==> config.mk <==
export PLATFORM = sky130hd
export DESIGN_NAME = pcc_clock_source
export DESIGN_NICKNAME = d
export VERILOG_FILES = /design/src/pcc_pkg.sv /design/src/pcc_ctrl_if.sv /design/src/pcc_clock_source.sv /design/src/pcc_phase_detector.sv
export VERILOG_INCLUDE_DIRS = /design/src
export SDC_FILE = /design/constraint.sdc
export NUM_CORES = 1
export LEC_CHECK = 0
export BUFFER_PORTS_ARGS = -buffer_cell sky130_fd_sc_hd__buf_4
export CAP_MARGIN = 20
export CORE_UTILIZATION = 55
export DETAILED_ROUTE_END_ITERATION = 10
export PLACE_DENSITY_LB_ADDON = 0.05
export SLEW_MARGIN = 20
export SYNTH_ARGS = -nofsm -noshare
export SYNTH_HDL_FRONTEND = slang
export SYNTH_HIERARCHICAL = 1
export SYNTH_SLANG_ARGS = --single-unit
export TNS_END_PERCENT = 1
==> constraint.sdc <==
create_clock -name clk -period 8.9 [get_ports clk]
set_clock_uncertainty 0.1 [all_clocks]
set_input_delay 1.78 -clock clk [delete_from_list [all_inputs] [get_ports clk]]
set_output_delay 1.78 -clock clk [all_outputs]
set_load 0.05 [all_outputs]
==> src/pcc_params.svh <==
// Register offsets, field positions, reset values and counts for the clock source block
`ifndef PCC_PARAMS_SVH
`define PCC_PARAMS_SVH

// ---------------------------------------------------------------
// Register offsets (10-bit register port address)
// ---------------------------------------------------------------
`define PCC_ADDR_W          10
`define PCC_OFF_PLL_CTRL    10'h010
`define PCC_OFF_AB_WIDTH    10'h017
`define PCC_OFF_OSC_DIV     10'h1e0
`define PCC_OFF_SRC_ROUTE   10'h1e1

// ---------------------------------------------------------------
// Field positions
// ---------------------------------------------------------------
`define PCC_PWR_LSB         0
`define PCC_PWR_MSB         1
`define PCC_MODE_LSB        2
`define PCC_MODE_MSB        3
`define PCC_CUR_LSB         4
`define PCC_CUR_MSB         6
`define PCC_POL_BIT         7
`define PCC_AB_LSB          0
`define PCC_AB_MSB          1
`define PCC_DIV_LSB         0
`define PCC_DIV_MSB         2
`define PCC_BYP_BIT         0
`define PCC_SEL_BIT         1

// ---------------------------------------------------------------
// Field encodings and reset values
// ---------------------------------------------------------------
`define PCC_PWR_NORMAL      2'h0
`define PCC_PWR_DOWN        2'h1
`define PCC_RST_PLL_CTRL    8'h01
`define PCC_RST_AB_WIDTH    8'h00
`define PCC_RST_OSC_DIV     8'h00
`define PCC_RST_SRC_ROUTE   8'h00
`define PCC_MASK_PLL_CTRL   8'hff
`define PCC_MASK_AB_WIDTH   8'h03
`define PCC_MASK_OSC_DIV    8'h07
`define PCC_MASK_SRC_ROUTE  8'h03

// ---------------------------------------------------------------
// Charge pump current steps and detector timing
// ---------------------------------------------------------------
`define PCC_CP_STEP_UA      13'h258
`define PCC_AB_CNT_W        3

`endif

==> src/pcc_pkg.sv <==
// Types shared by the clock source configuration block
package pcc_pkg;

   // Charge pump operating modes
   typedef enum logic [1:0] {
      PCC_CP_HIGHZ = 2'h0,
      PCC_CP_UP    = 2'h1,
      PCC_CP_DOWN  = 2'h2,
      PCC_CP_NORM  = 2'h3
   } pcc_pump_mode_type;

endpackage

==> src/pcc_ctrl_if.sv <==
// Control bundle between the register file and the phase detector
`timescale 1ns/1ps
interface pcc_ctrl_if;
   logic                       pllOn;       // Loop powered
   logic                       polarityNeg; // Negative tuning slope
   pcc_pkg::pcc_pump_mode_type pumpMode;    // Charge pump mode
   logic [1:0]                 abWidth;     // Anti-backlash width code
   logic                       pumpUp;      // Pump-up command
   logic                       pumpDown;    // Pump-down command
   logic                       pumpHighZ;   // Pump output floating

   modport cfg  (output pllOn, polarityNeg, pumpMode, abWidth,
                 input  pumpUp, pumpDown, pumpHighZ);
   modport pump (input  pllOn, polarityNeg, pumpMode, abWidth,
                 output pumpUp, pumpDown, pumpHighZ);
endinterface

==> src/pcc_clock_source.sv <==
// Clock source routing and loop configuration registers with oscillator divider
//
// Function
// - Power field 01 off, 00 running
// - Bypass bit skips oscillator divider
// - Select 0 routes external clock input
// - Select 1 routes internal oscillator
// - Reset: powered down, divide two, external
// - Oscillator divider ratios one through six
// - External loop oscillator: internal oscillator off
// - Polarity bit swaps pump direction in normal mode
// - Detector compares reference and feedback phases
// - Two-bit field sets anti-backlash width
// - Four pump modes: float, normal, up, down
// - Eight equal current steps 0.6-4.8 mA
`timescale 1ns/1ps
`include "pcc_params.svh"
module pcc_clock_source (
   input  wire logic                   clk,
   input  wire logic                   reset,
   input  wire logic [`PCC_ADDR_W-1:0] regAddr,
   input  wire logic [7:0]             regWrData,
   input  wire logic                   regWrEn,
   input  wire logic                   regRdEn,
   output logic      [7:0]             regRdData,
   input  wire logic                   extClkTick,
   input  wire logic                   vcoTick,
   input  wire logic                   refTick,
   input  wire logic                   fbTick,
   output logic                        distTick,
   output logic                        prescalerTick,
   output logic                        pllPowerDown,
   output logic                        vcoPowerOn,
   output logic                        pumpUp,
   output logic                        pumpDown,
   output logic                        pumpHighZ,
   output logic      [2:0]             pumpCurrentCode,
   output logic      [12:0]            pumpCurrentUa
);

   // ---------------------------------------------------------------
   // Functions
   // ---------------------------------------------------------------

   // Divider code to ratio; 000 is divide by two after reset
   function automatic logic [2:0] divRatio(input logic [2:0] code);
      logic [2:0] r;
      r = 3'h1;
      case (code)
         3'h0: r = 3'h2;
         3'h1: r = 3'h3;
         3'h2: r = 3'h4;
         3'h3: r = 3'h5;
         3'h4: r = 3'h6;
         default: r = 3'h1; // Remaining codes pass the source straight
      endcase
      return r;
   endfunction

   // Nominal pump current in microamps for a step code
   function automatic logic [12:0] stepCurrent(input logic [2:0] code);
      logic [12:0] steps;
      steps = {10'h000, code} + 13'h0001;
      return 13'(steps * `PCC_CP_STEP_UA);
   endfunction

   // ---------------------------------------------------------------
   // Configuration registers
   // ---------------------------------------------------------------
   logic [7:0] pllCtrlReg,  pllCtrlNext;  // Power, pump mode, current, polarity
   logic [7:0] abWidthReg,  abWidthNext;  // Anti-backlash width
   logic [7:0] oscDivReg,   oscDivNext;   // Oscillator divider code
   logic [7:0] srcRouteReg, srcRouteNext; // Bypass and source select
   logic [7:0] rdDataReg,   rdDataNext;   // Read answer

   // Next-state of register file: writes land at printed offsets,
   // undefined bits are masked so they read back as zero
   always_comb begin
      pllCtrlNext  = pllCtrlReg;
      abWidthNext  = abWidthReg;
      oscDivNext   = oscDivReg;
      srcRouteNext = srcRouteReg;
      rdDataNext   = rdDataReg;
      if (regWrEn) begin
         case (regAddr)
            `PCC_OFF_PLL_CTRL:  pllCtrlNext  = regWrData & `PCC_MASK_PLL_CTRL;
            `PCC_OFF_AB_WIDTH:  abWidthNext  = regWrData & `PCC_MASK_AB_WIDTH;
            `PCC_OFF_OSC_DIV:   oscDivNext   = regWrData & `PCC_MASK_OSC_DIV;
            `PCC_OFF_SRC_ROUTE: srcRouteNext = regWrData & `PCC_MASK_SRC_ROUTE;
            default: begin
               // Unmapped writes are dropped
            end
         endcase
      end
      if (regRdEn) begin
         case (regAddr)
            `PCC_OFF_PLL_CTRL:  rdDataNext = pllCtrlReg;
            `PCC_OFF_AB_WIDTH:  rdDataNext = abWidthReg;
            `PCC_OFF_OSC_DIV:   rdDataNext = oscDivReg;
            `PCC_OFF_SRC_ROUTE: rdDataNext = srcRouteReg;
            default:            rdDataNext = 8'h00; // Unmapped reads zero
         endcase
      end
   end

   // Register file storage; defaults restored on reset
   always_ff @(posedge clk) begin
      if (reset) begin
         pllCtrlReg  <= `PCC_RST_PLL_CTRL;
         abWidthReg  <= `PCC_RST_AB_WIDTH;
         oscDivReg   <= `PCC_RST_OSC_DIV;
         srcRouteReg <= `PCC_RST_SRC_ROUTE;
         rdDataReg   <= 8'h00;
      end else begin
         pllCtrlReg  <= pllCtrlNext;
         abWidthReg  <= abWidthNext;
         oscDivReg   <= oscDivNext;
         srcRouteReg <= srcRouteNext;
         rdDataReg   <= rdDataNext;
      end
   end

   // ---------------------------------------------------------------
   // Field decode
   // ---------------------------------------------------------------
   logic       pllOn;      // Loop running
   logic       selVco;     // Internal oscillator chosen
   logic       bypassDiv;  // Divider skipped
   logic [2:0] ratio;      // Active divide ratio

   // Only code 00 runs the loop; 01 and the spare codes power it down,
   // the safe reading for codes with no defined meaning
   assign pllOn     = (pllCtrlReg[`PCC_PWR_MSB:`PCC_PWR_LSB] == `PCC_PWR_NORMAL);
   assign selVco    = srcRouteReg[`PCC_SEL_BIT];
   assign bypassDiv = srcRouteReg[`PCC_BYP_BIT];
   assign ratio     = divRatio(oscDivReg[`PCC_DIV_MSB:`PCC_DIV_LSB]);

   // ---------------------------------------------------------------
   // Source routing and oscillator divider
   // ---------------------------------------------------------------
   logic       srcTick;                // Selected source edge
   logic [2:0] divCntReg, divCntNext;  // Source edges since last output
   logic       distNext;               // Next distribution edge
   logic       preNext;                // Next prescaler edge
   logic       vcoOnNext;              // Next oscillator power state

   // Source mux: external input for 0, internal oscillator for 1
   always_comb begin
      if (selVco) begin
         srcTick = vcoTick;
      end else begin
         srcTick = extClkTick;
      end
   end

   // Divider and bypass; a ratio change restarts from the next edge
   // rather than glitching, at the cost of one irregular period
   always_comb begin
      divCntNext = divCntReg;
      distNext   = 1'b0;
      if (bypassDiv) begin
         distNext   = srcTick;
         divCntNext = 3'h0;
      end else if (srcTick) begin
         if (divCntReg >= ratio - 3'h1) begin
            distNext   = 1'b1;
            divCntNext = 3'h0;
         end else begin
            divCntNext = divCntReg + 3'h1;
         end
      end
      // Internal oscillator powered only when chosen with loop on;
      // with an external oscillator its edges go straight to the
      // prescaler
      vcoOnNext = pllOn & selVco;
      preNext   = pllOn & srcTick;
   end

   // Divider and routing registers
   always_ff @(posedge clk) begin
      if (reset) begin
         divCntReg     <= 3'h0;
         distTick      <= 1'b0;
         prescalerTick <= 1'b0;
         vcoPowerOn    <= 1'b0;
         pllPowerDown  <= 1'b1;
      end else begin
         divCntReg     <= divCntNext;
         distTick      <= distNext;
         prescalerTick <= preNext;
         vcoPowerOn    <= vcoOnNext;
         pllPowerDown  <= ~pllOn;
      end
   end

   // ---------------------------------------------------------------
   // Charge pump current step
   // ---------------------------------------------------------------
   logic [2:0]  curCodeNext; // Step code from register
   logic [12:0] curUaNext;   // Nominal microamps

   // Eight equal steps of one LSB current each
   always_comb begin
      curCodeNext = pllCtrlReg[`PCC_CUR_MSB:`PCC_CUR_LSB];
      curUaNext   = stepCurrent(curCodeNext);
   end

   // Current step registers
   always_ff @(posedge clk) begin
      if (reset) begin
         pumpCurrentCode <= 3'h0;
         pumpCurrentUa   <= `PCC_CP_STEP_UA;
      end else begin
         pumpCurrentCode <= curCodeNext;
         pumpCurrentUa   <= curUaNext;
      end
   end

   // ---------------------------------------------------------------
   // Phase detector and charge pump control
   // ---------------------------------------------------------------
   pcc_ctrl_if ctrl ();

   // Held fields steer the detector continuously
   assign ctrl.pllOn       = pllOn;
   assign ctrl.polarityNeg = pllCtrlReg[`PCC_POL_BIT];
   assign ctrl.pumpMode    =
      pcc_pkg::pcc_pump_mode_type'(pllCtrlReg[`PCC_MODE_MSB:`PCC_MODE_LSB]);
   assign ctrl.abWidth     = abWidthReg[`PCC_AB_MSB:`PCC_AB_LSB];

   pcc_phase_detector detector (
      .clk     (clk),
      .reset   (reset),
      .refTick (refTick),
      .fbTick  (fbTick),
      .ctrl    (ctrl.pump)
   );

   // Pump commands come from the detector's own flip-flops
   assign pumpUp    = ctrl.pumpUp;
   assign pumpDown  = ctrl.pumpDown;
   assign pumpHighZ = ctrl.pumpHighZ;
   assign regRdData = rdDataReg;

endmodule

==> src/pcc_phase_detector.sv <==
// Phase frequency detector with anti-backlash timing and charge pump mode control
`timescale 1ns/1ps
`include "pcc_params.svh"
module pcc_phase_detector (
   input  wire logic  clk,
   input  wire logic  reset,
   input  wire logic  refTick,   // Reference divider output pulse
   input  wire logic  fbTick,    // Feedback divider output pulse
   pcc_ctrl_if.pump   ctrl
);

   // ---------------------------------------------------------------
   // Detector state
   // ---------------------------------------------------------------
   logic                     upReg, upNext;       // Reference ahead
   logic                     dnReg, dnNext;       // Feedback ahead
   logic [`PCC_AB_CNT_W-1:0] abCntReg, abCntNext; // Overlap timer
   logic                     pUpReg, pUpNext;     // Registered pump commands
   logic                     pDnReg, pDnNext;
   logic                     hzReg, hzNext;

   // Next-state: classic tri-state detector; both flags held for the
   // anti-backlash time before reset, so tiny errors still produce pulses
   always_comb begin
      upNext    = upReg | refTick;
      dnNext    = dnReg | fbTick;
      abCntNext = '0;
      if (upReg && dnReg) begin
         abCntNext = abCntReg + 1'b1;
         // Overlap lasts width code plus one cycles
         if (abCntReg == {1'b0, ctrl.abWidth}) begin
            upNext    = refTick;
            dnNext    = fbTick;
            abCntNext = '0;
         end
      end
      if (!ctrl.pllOn) begin
         // Powered-down loop keeps the detector idle
         upNext    = 1'b0;
         dnNext    = 1'b0;
         abCntNext = '0;
      end
      // Mode and polarity select the pump drive
      pUpNext = 1'b0;
      pDnNext = 1'b0;
      hzNext  = 1'b0;
      case (ctrl.pumpMode)
         pcc_pkg::PCC_CP_HIGHZ: begin
            hzNext = 1'b1;
         end
         pcc_pkg::PCC_CP_UP: begin
            pUpNext = 1'b1;
         end
         pcc_pkg::PCC_CP_DOWN: begin
            pDnNext = 1'b1;
         end
         pcc_pkg::PCC_CP_NORM: begin
            // Negative slope swaps the pump direction
            pUpNext = ctrl.polarityNeg ? dnReg : upReg;
            pDnNext = ctrl.polarityNeg ? upReg : dnReg;
         end
         default: begin
            hzNext = 1'b1;
         end
      endcase
      if (!ctrl.pllOn) begin
         pUpNext = 1'b0;
         pDnNext = 1'b0;
         hzNext  = 1'b1;
      end
   end

   // Registers only
   always_ff @(posedge clk) begin
      if (reset) begin
         upReg    <= 1'b0;
         dnReg    <= 1'b0;
         abCntReg <= '0;
         pUpReg   <= 1'b0;
         pDnReg   <= 1'b0;
         hzReg    <= 1'b1;
      end else begin
         upReg    <= upNext;
         dnReg    <= dnNext;
         abCntReg <= abCntNext;
         pUpReg   <= pUpNext;
         pDnReg   <= pDnNext;
         hzReg    <= hzNext;
      end
   end

   assign ctrl.pumpUp    = pUpReg;
   assign ctrl.pumpDown  = pDnReg;
   assign ctrl.pumpHighZ = hzReg;

endmodule

# Word-level counts from Yosys, hierarchy flattened
# Cells that the tools add are included.
op_classes:
  n_addsub: 4
  multipliers: 1
  order_cmp: 1
  n_eq_ne: 12
  mux: 16
  n_bitwise: 6
  n_reduce_logical: 11
ops:
  columns: ["operator", "n"]
  rows:
  - ["$pmux 8 s4", 1]
  - ["$eq 10x5->1 const B", 2]
  - ["$eq 10x9->1 const B", 2]
  - ["$pmux 3 s5", 1]
  - ["$mux 1", 11]
  - ["$mul 4x7->10 const B", 1]
  - ["$reduce_and 2->1", 4]
  - ["$add 3x1->3 const B", 2]
  - ["$eq 3x2->1 const B", 2]
  - ["$add 3x1->4 const B", 1]
  - ["$eq 2x2->1 const B", 2]
  - ["$logic_not 2->1", 2]
  - ["$pmux 1 s2", 2]
  - ["$reduce_or 2->1", 2]
  - ["$reduce_or 4->1", 1]
  - ["$eq 3x1->1 const B", 1]
  - ["$eq 3x2->1", 1]
  - ["$eq 3x3->1 const B", 1]
  - ["$ge 3x3->1", 1]
  - ["$logic_not 3->1", 1]
  - ["$mux 3", 1]
  - ["$sub 3x1->3 const B", 1]
  - ["$and 1x1->1", 2]
  - ["$eq 2x1->1 const B", 1]
  - ["other kinds (3)", 5]
word_totals:
  register_bits: 54
  out_inout_bits: 31
  word_cells: 70

# Depth between registers and ports, before layout
logic_depth:
  word_depth: 7
  ltp_mapped: 12
  mapped_depth_nobuf: 12

# By module
# Netlist, hierarchy kept.
by_module_without_submodules:
  columns: ["module", "instances", "cells_each", "area_each_um2"]
  rows:
  - ["pcc_clock_source", 1, 222, 2183.3]
  - ["pcc_phase_detector", 1, 33, 325.3]

# Worst setup path before layout
# Ideal clock, no wire load.
synth_path:
  path_kind: "input -> register"
  startpoint: "input port regAddr[0]"
  endpoint: "register pllCtrlReg[0]"
  setup_time_ns: 0.120
  t_arrival_ns: 2.861
  required_ns: 8.680
  setup_slack_ns: 5.820
  stages: 4
  cell_sequence: "buf_6 nor4_4 nand4_2 a211o_1"
synth_between:
  elab_chain_len: 2
synth_lines:
  columns: ["element", "line_no", "source"]
  rows:
  - ["start, declared", "pcc_clock_source.sv:21", "input wire logic [`PCC_ADDR_W-1:0] regAddr,"]
  - ["$eq 10x5->1", "pcc_clock_source.sv:85", "case (regAddr)"]
  - ["$reduce_and 2->1 (no source line)", null, null]
  - ["end signal, assigned", "pcc_clock_source.sv:109", "pllCtrlReg <= `PCC_RST_PLL_CTRL;"]
  - ["end signal, assigned", "pcc_clock_source.sv:115", "pllCtrlReg <= pllCtrlNext;"]
  - ["end, declared", "pcc_clock_source.sv:70", "logic [7:0] pllCtrlReg, pllCtrlNext;"]
# No other way between the ends.
# A chain may end at the register's enable or synchronous reset.

# Worst setup path in the final report
layout_path:
  startpoint: "register pllCtrlReg[4]"
  endpoint: "register pumpCurrentUa[11]"
layout_between:
  elab_chain_len: 2
layout_lines:
  columns: ["element", "line_no", "source"]
  rows:
  - ["$add 3x1->4", "pcc_clock_source.sv:63", "steps = {10'h000, code} + 13'h0001;"]
  - ["$mul 4x7->10 (no source line)", null, null]
  - ["end signal, assigned", "pcc_clock_source.sv:212", "pumpCurrentUa <= `PCC_CP_STEP_UA;"]
  - ["end signal, assigned", "pcc_clock_source.sv:215", "pumpCurrentUa <= curUaNext;"]
  - ["end, declared", "pcc_clock_source.sv:38", "output logic [12:0] pumpCurrentUa"]
# No other way between the ends.

==> results.ini <==
[grt]
grtUsageTotal_pct=21.62
grt_max_degree=42
grt_pass1_vias=1862
antenna_found_initial=0
grt-ovfl-total=0
grt_pass1_wl_microns=8335

[pwr]
ir_drop_mv=0.07136
leakage_nw=1.410
power.density_mw_per_mm2=134.2
power_mw=0.4055

[sta]
fin_setup_tns_ns=0
maxSlewHeadroom_pct=61.80
worst_pin_slew_ns=0.5585
fmax_mhz=308.0
drv_slew=0
rsz0062_at_grt=no
hold_ws_ns=0.3626
finalCritPeriodShare_pct=36.48
finalHoldViolCount=0
period_minus_slack_ns=3.247
setup_viol=0

[clocking]
cts_tree=done
cts_resized=0
cts_max_level=2
clock-sinks=51
clockBufferDepth=2
cts-root-buf=clkbuf_8
cts_buffers=5
clk_latency_ns=0.31
post-cts-setup-buffers=0
hold_buffers=0
clk_pin_slew_worst_paths_ns=0.10

[place]
dp.cells=354
hpwl_microns=3759
globalplace.congestion=0.8318
port-buffer-count=53

[detailed_routing]
vias=1999
drt_pass1_iterations=4
drtIter0Drc=124
drt-wirelength-per-cell_microns=14.01
final_antenna_net_count=0
drt_wl_total_microns=5072
vias_per_cell=5.522
drc=0

[die]
dieArea_sq_mm=0.004835
fp.dieW_microns=69.54
ios=57
dieHeight_microns=69.54
initial_core_util_pct=57.61
coreArea_sq_mm=0.004354
rows=24

[worst_setup_path]
crit_path_frequent_cell=ha_1
rr_startpoint=pllCtrlReg[4]$_SDFFE_PP0P_
cp.arrival_ns=3.35
crit_path_end_kind=flip-flop
start_kind=flip-flop
crit_chain=ha_1 -> xor2_1 -> ha_1 -> inv_1 -> fa_1 -> inv_1 -> ha_1 -> a21o_1 -> a21o_1 -> a22oi_1 -> mux2_2
cp_data_required_time_ns=9.00
crit_fanout=8
cp_slowest_cell=fa_1
max_stage_delay_ns=0.55
crit_type=reg -> reg
r2r_cells=11
startpoint=pllCtrlReg[4]$_SDFFE_PP0P_

[job]
max_cap_violations=0

[cells_and_area]
nNetsFinal=356
drive_gt1_share_pct=23.23
diodes=0
fin_cells=362
area_growth_pct=20.45
final_core_util_pct=69.40

[synth]
async_reset_ff_share_pct=0
ys_types=46
syn_area_sq_mm=0.002509
syn_avg_cell_area_sq_um=9.838
ys.flop_type=dfxtp_1
synth-edff-count=0
ys_ff_latch=51
seq_area_frac_synth_pct=40.70
syn_inst=255
synth_warnings=6

[run_status]
outcome=finished, final reports clean

[hold_path]
hp-class=reg -> reg
min-delay-start=regRdData[2]$_SDFFE_PP0P_
hold-path-cell-count=2

stage by stage:
stage / area, sq um / setup WS (ns)
finish: 3022 / 5.653
global route: 3022 / 5.410
CTS: 3022 / 5.640
detailed placement: 2930 / 5.628
global placement: 2930 / 5.648
floorplan: 2516 / 5.820
registers in the layout, indices dropped and copies added (netlist names), 2 cells and up:
| name | flops |
|---|---|
| oscDivReg | 3 |
| regRdData | 8 |
| pllCtrlReg | 8 |
| srcRouteReg | 2 |
| pumpCurrentUa | 10 |
| abWidthReg | 2 |
| pumpCurrentCode | 3 |
| divCntReg | 3 |
| detector/abCntReg | 3 |
critical path: cells and delay by family (launching register included):
kind	cells	cell delay [ns]
xor+xnor	1	0.39
fa+ha+maj	4	1.19
flops	1	0.51
buf+inv	2	0.10
compound gates	3	0.50
mux	1	0.35
logic make-up after synthesis:
family	synth area share, %
AO/OA/AOI/OAI	10.72
adder cells (fa/ha/maj)	10.77
multiplexers	9.277
buffers and inverters	4.040
other	0.1495
AND/OR/NAND/NOR	19.80
XOR/XNOR	4.539
flip-flops	40.70
path summary, 6_finish.rpt:
check                            endpoint  slack (ns)
min             regRdData[2]$_SDFFE_PP0P_        0.36
max          pumpCurrentUa[11]$_SDFF_PP0_        5.65
min reg2reg     regRdData[2]$_SDFFE_PP0P_        0.36
max reg2reg  pumpCurrentUa[11]$_SDFF_PP0_        5.65
synthesized netlist by cell type, types with 2 or more instances:
library cell,n,area share (%)
xnor2_1,8,2.8
a21oi_1,5,1.0
buf_4,3,0.90
mux2_2,2,0.90
and2_1,2,0.50
a22oi_1,8,2.4
nand4_1,4,1.0
nor2_1,40,6.0
nor3b_1,3,0.90
dfxtp_1,51,41
and4_1,2,0.70
nand2b_1,5,1.2
nor3_1,4,0.80
xor2_1,5,1.7
o32a_1,2,0.80
nor2b_1,5,1.2
or2_2,2,0.50
nand2_1,10,1.5
nor4_4,2,1.7
a21o_1,5,1.5
o21ai_0,5,1.0
a2111oi_0,4,1.4
clkbuf_1,3,0.45
inv_1,14,2.1
mux2i_1,21,8.4
ha_1,20,10
placed cells by master, fill, tap and decap left out, types with 3 or more instances in the layout:
cell type	synthesis	layout
buf_4	3	53
dfxtp_1	51	51
nor2_1	40	40
mux2i_1	21	21
ha_1	20	20
inv_1	14	14
nand2_1	10	10
a22oi_1	8	8
xnor2_1	8	8
a21oi_1	5	5
xor2_1	5	5
a21o_1	5	5
nor2b_1	5	5
o21ai_0	5	5
nand2b_1	5	5
clkbuf_8	0	5
nor3_1	4	4
nand4_1	4	4
a2111oi_0	4	4
nor3b_1	3	3
conb_1	1	3
power breakdown:
group | switching, mW | total (mW) | internal (mW)
Combinational | 0.0207 | 0.0362 | 0.0155
Clock | 0.0817 | 0.139 | 0.0570
Sequential | 0.000921 | 0.231 | 0.230
Total | 0.103 | 0.405 | 0.302
per-layer routing:
| metal | vias to the layer above | GRT usage [%] | share of wire [%] |
|---|---|---|---|
| met5 | - | 0 | 0 |
| met2 | 58 | 35.38 | 47 |
| met3 | 9 | 5.378 | 5.7 |
| li1 | 1000 | - | - |
| met1 | 932 | 27.33 | 46 |
| met4 | 0 | 8.390 | 1.3 |
cell type report:
cell class,count,area (sq um)
Multi-Input combinational cell,184,1394
Fill cell,364,1333
Sequential cell,51,1021
Timing Repair Buffer,53,397.9
Clock buffer,5,68.82
Tap cell,52,65.06
Inverter,14,52.55
Clock inverter,3,22.52
(Power assumes the default switching activity.)
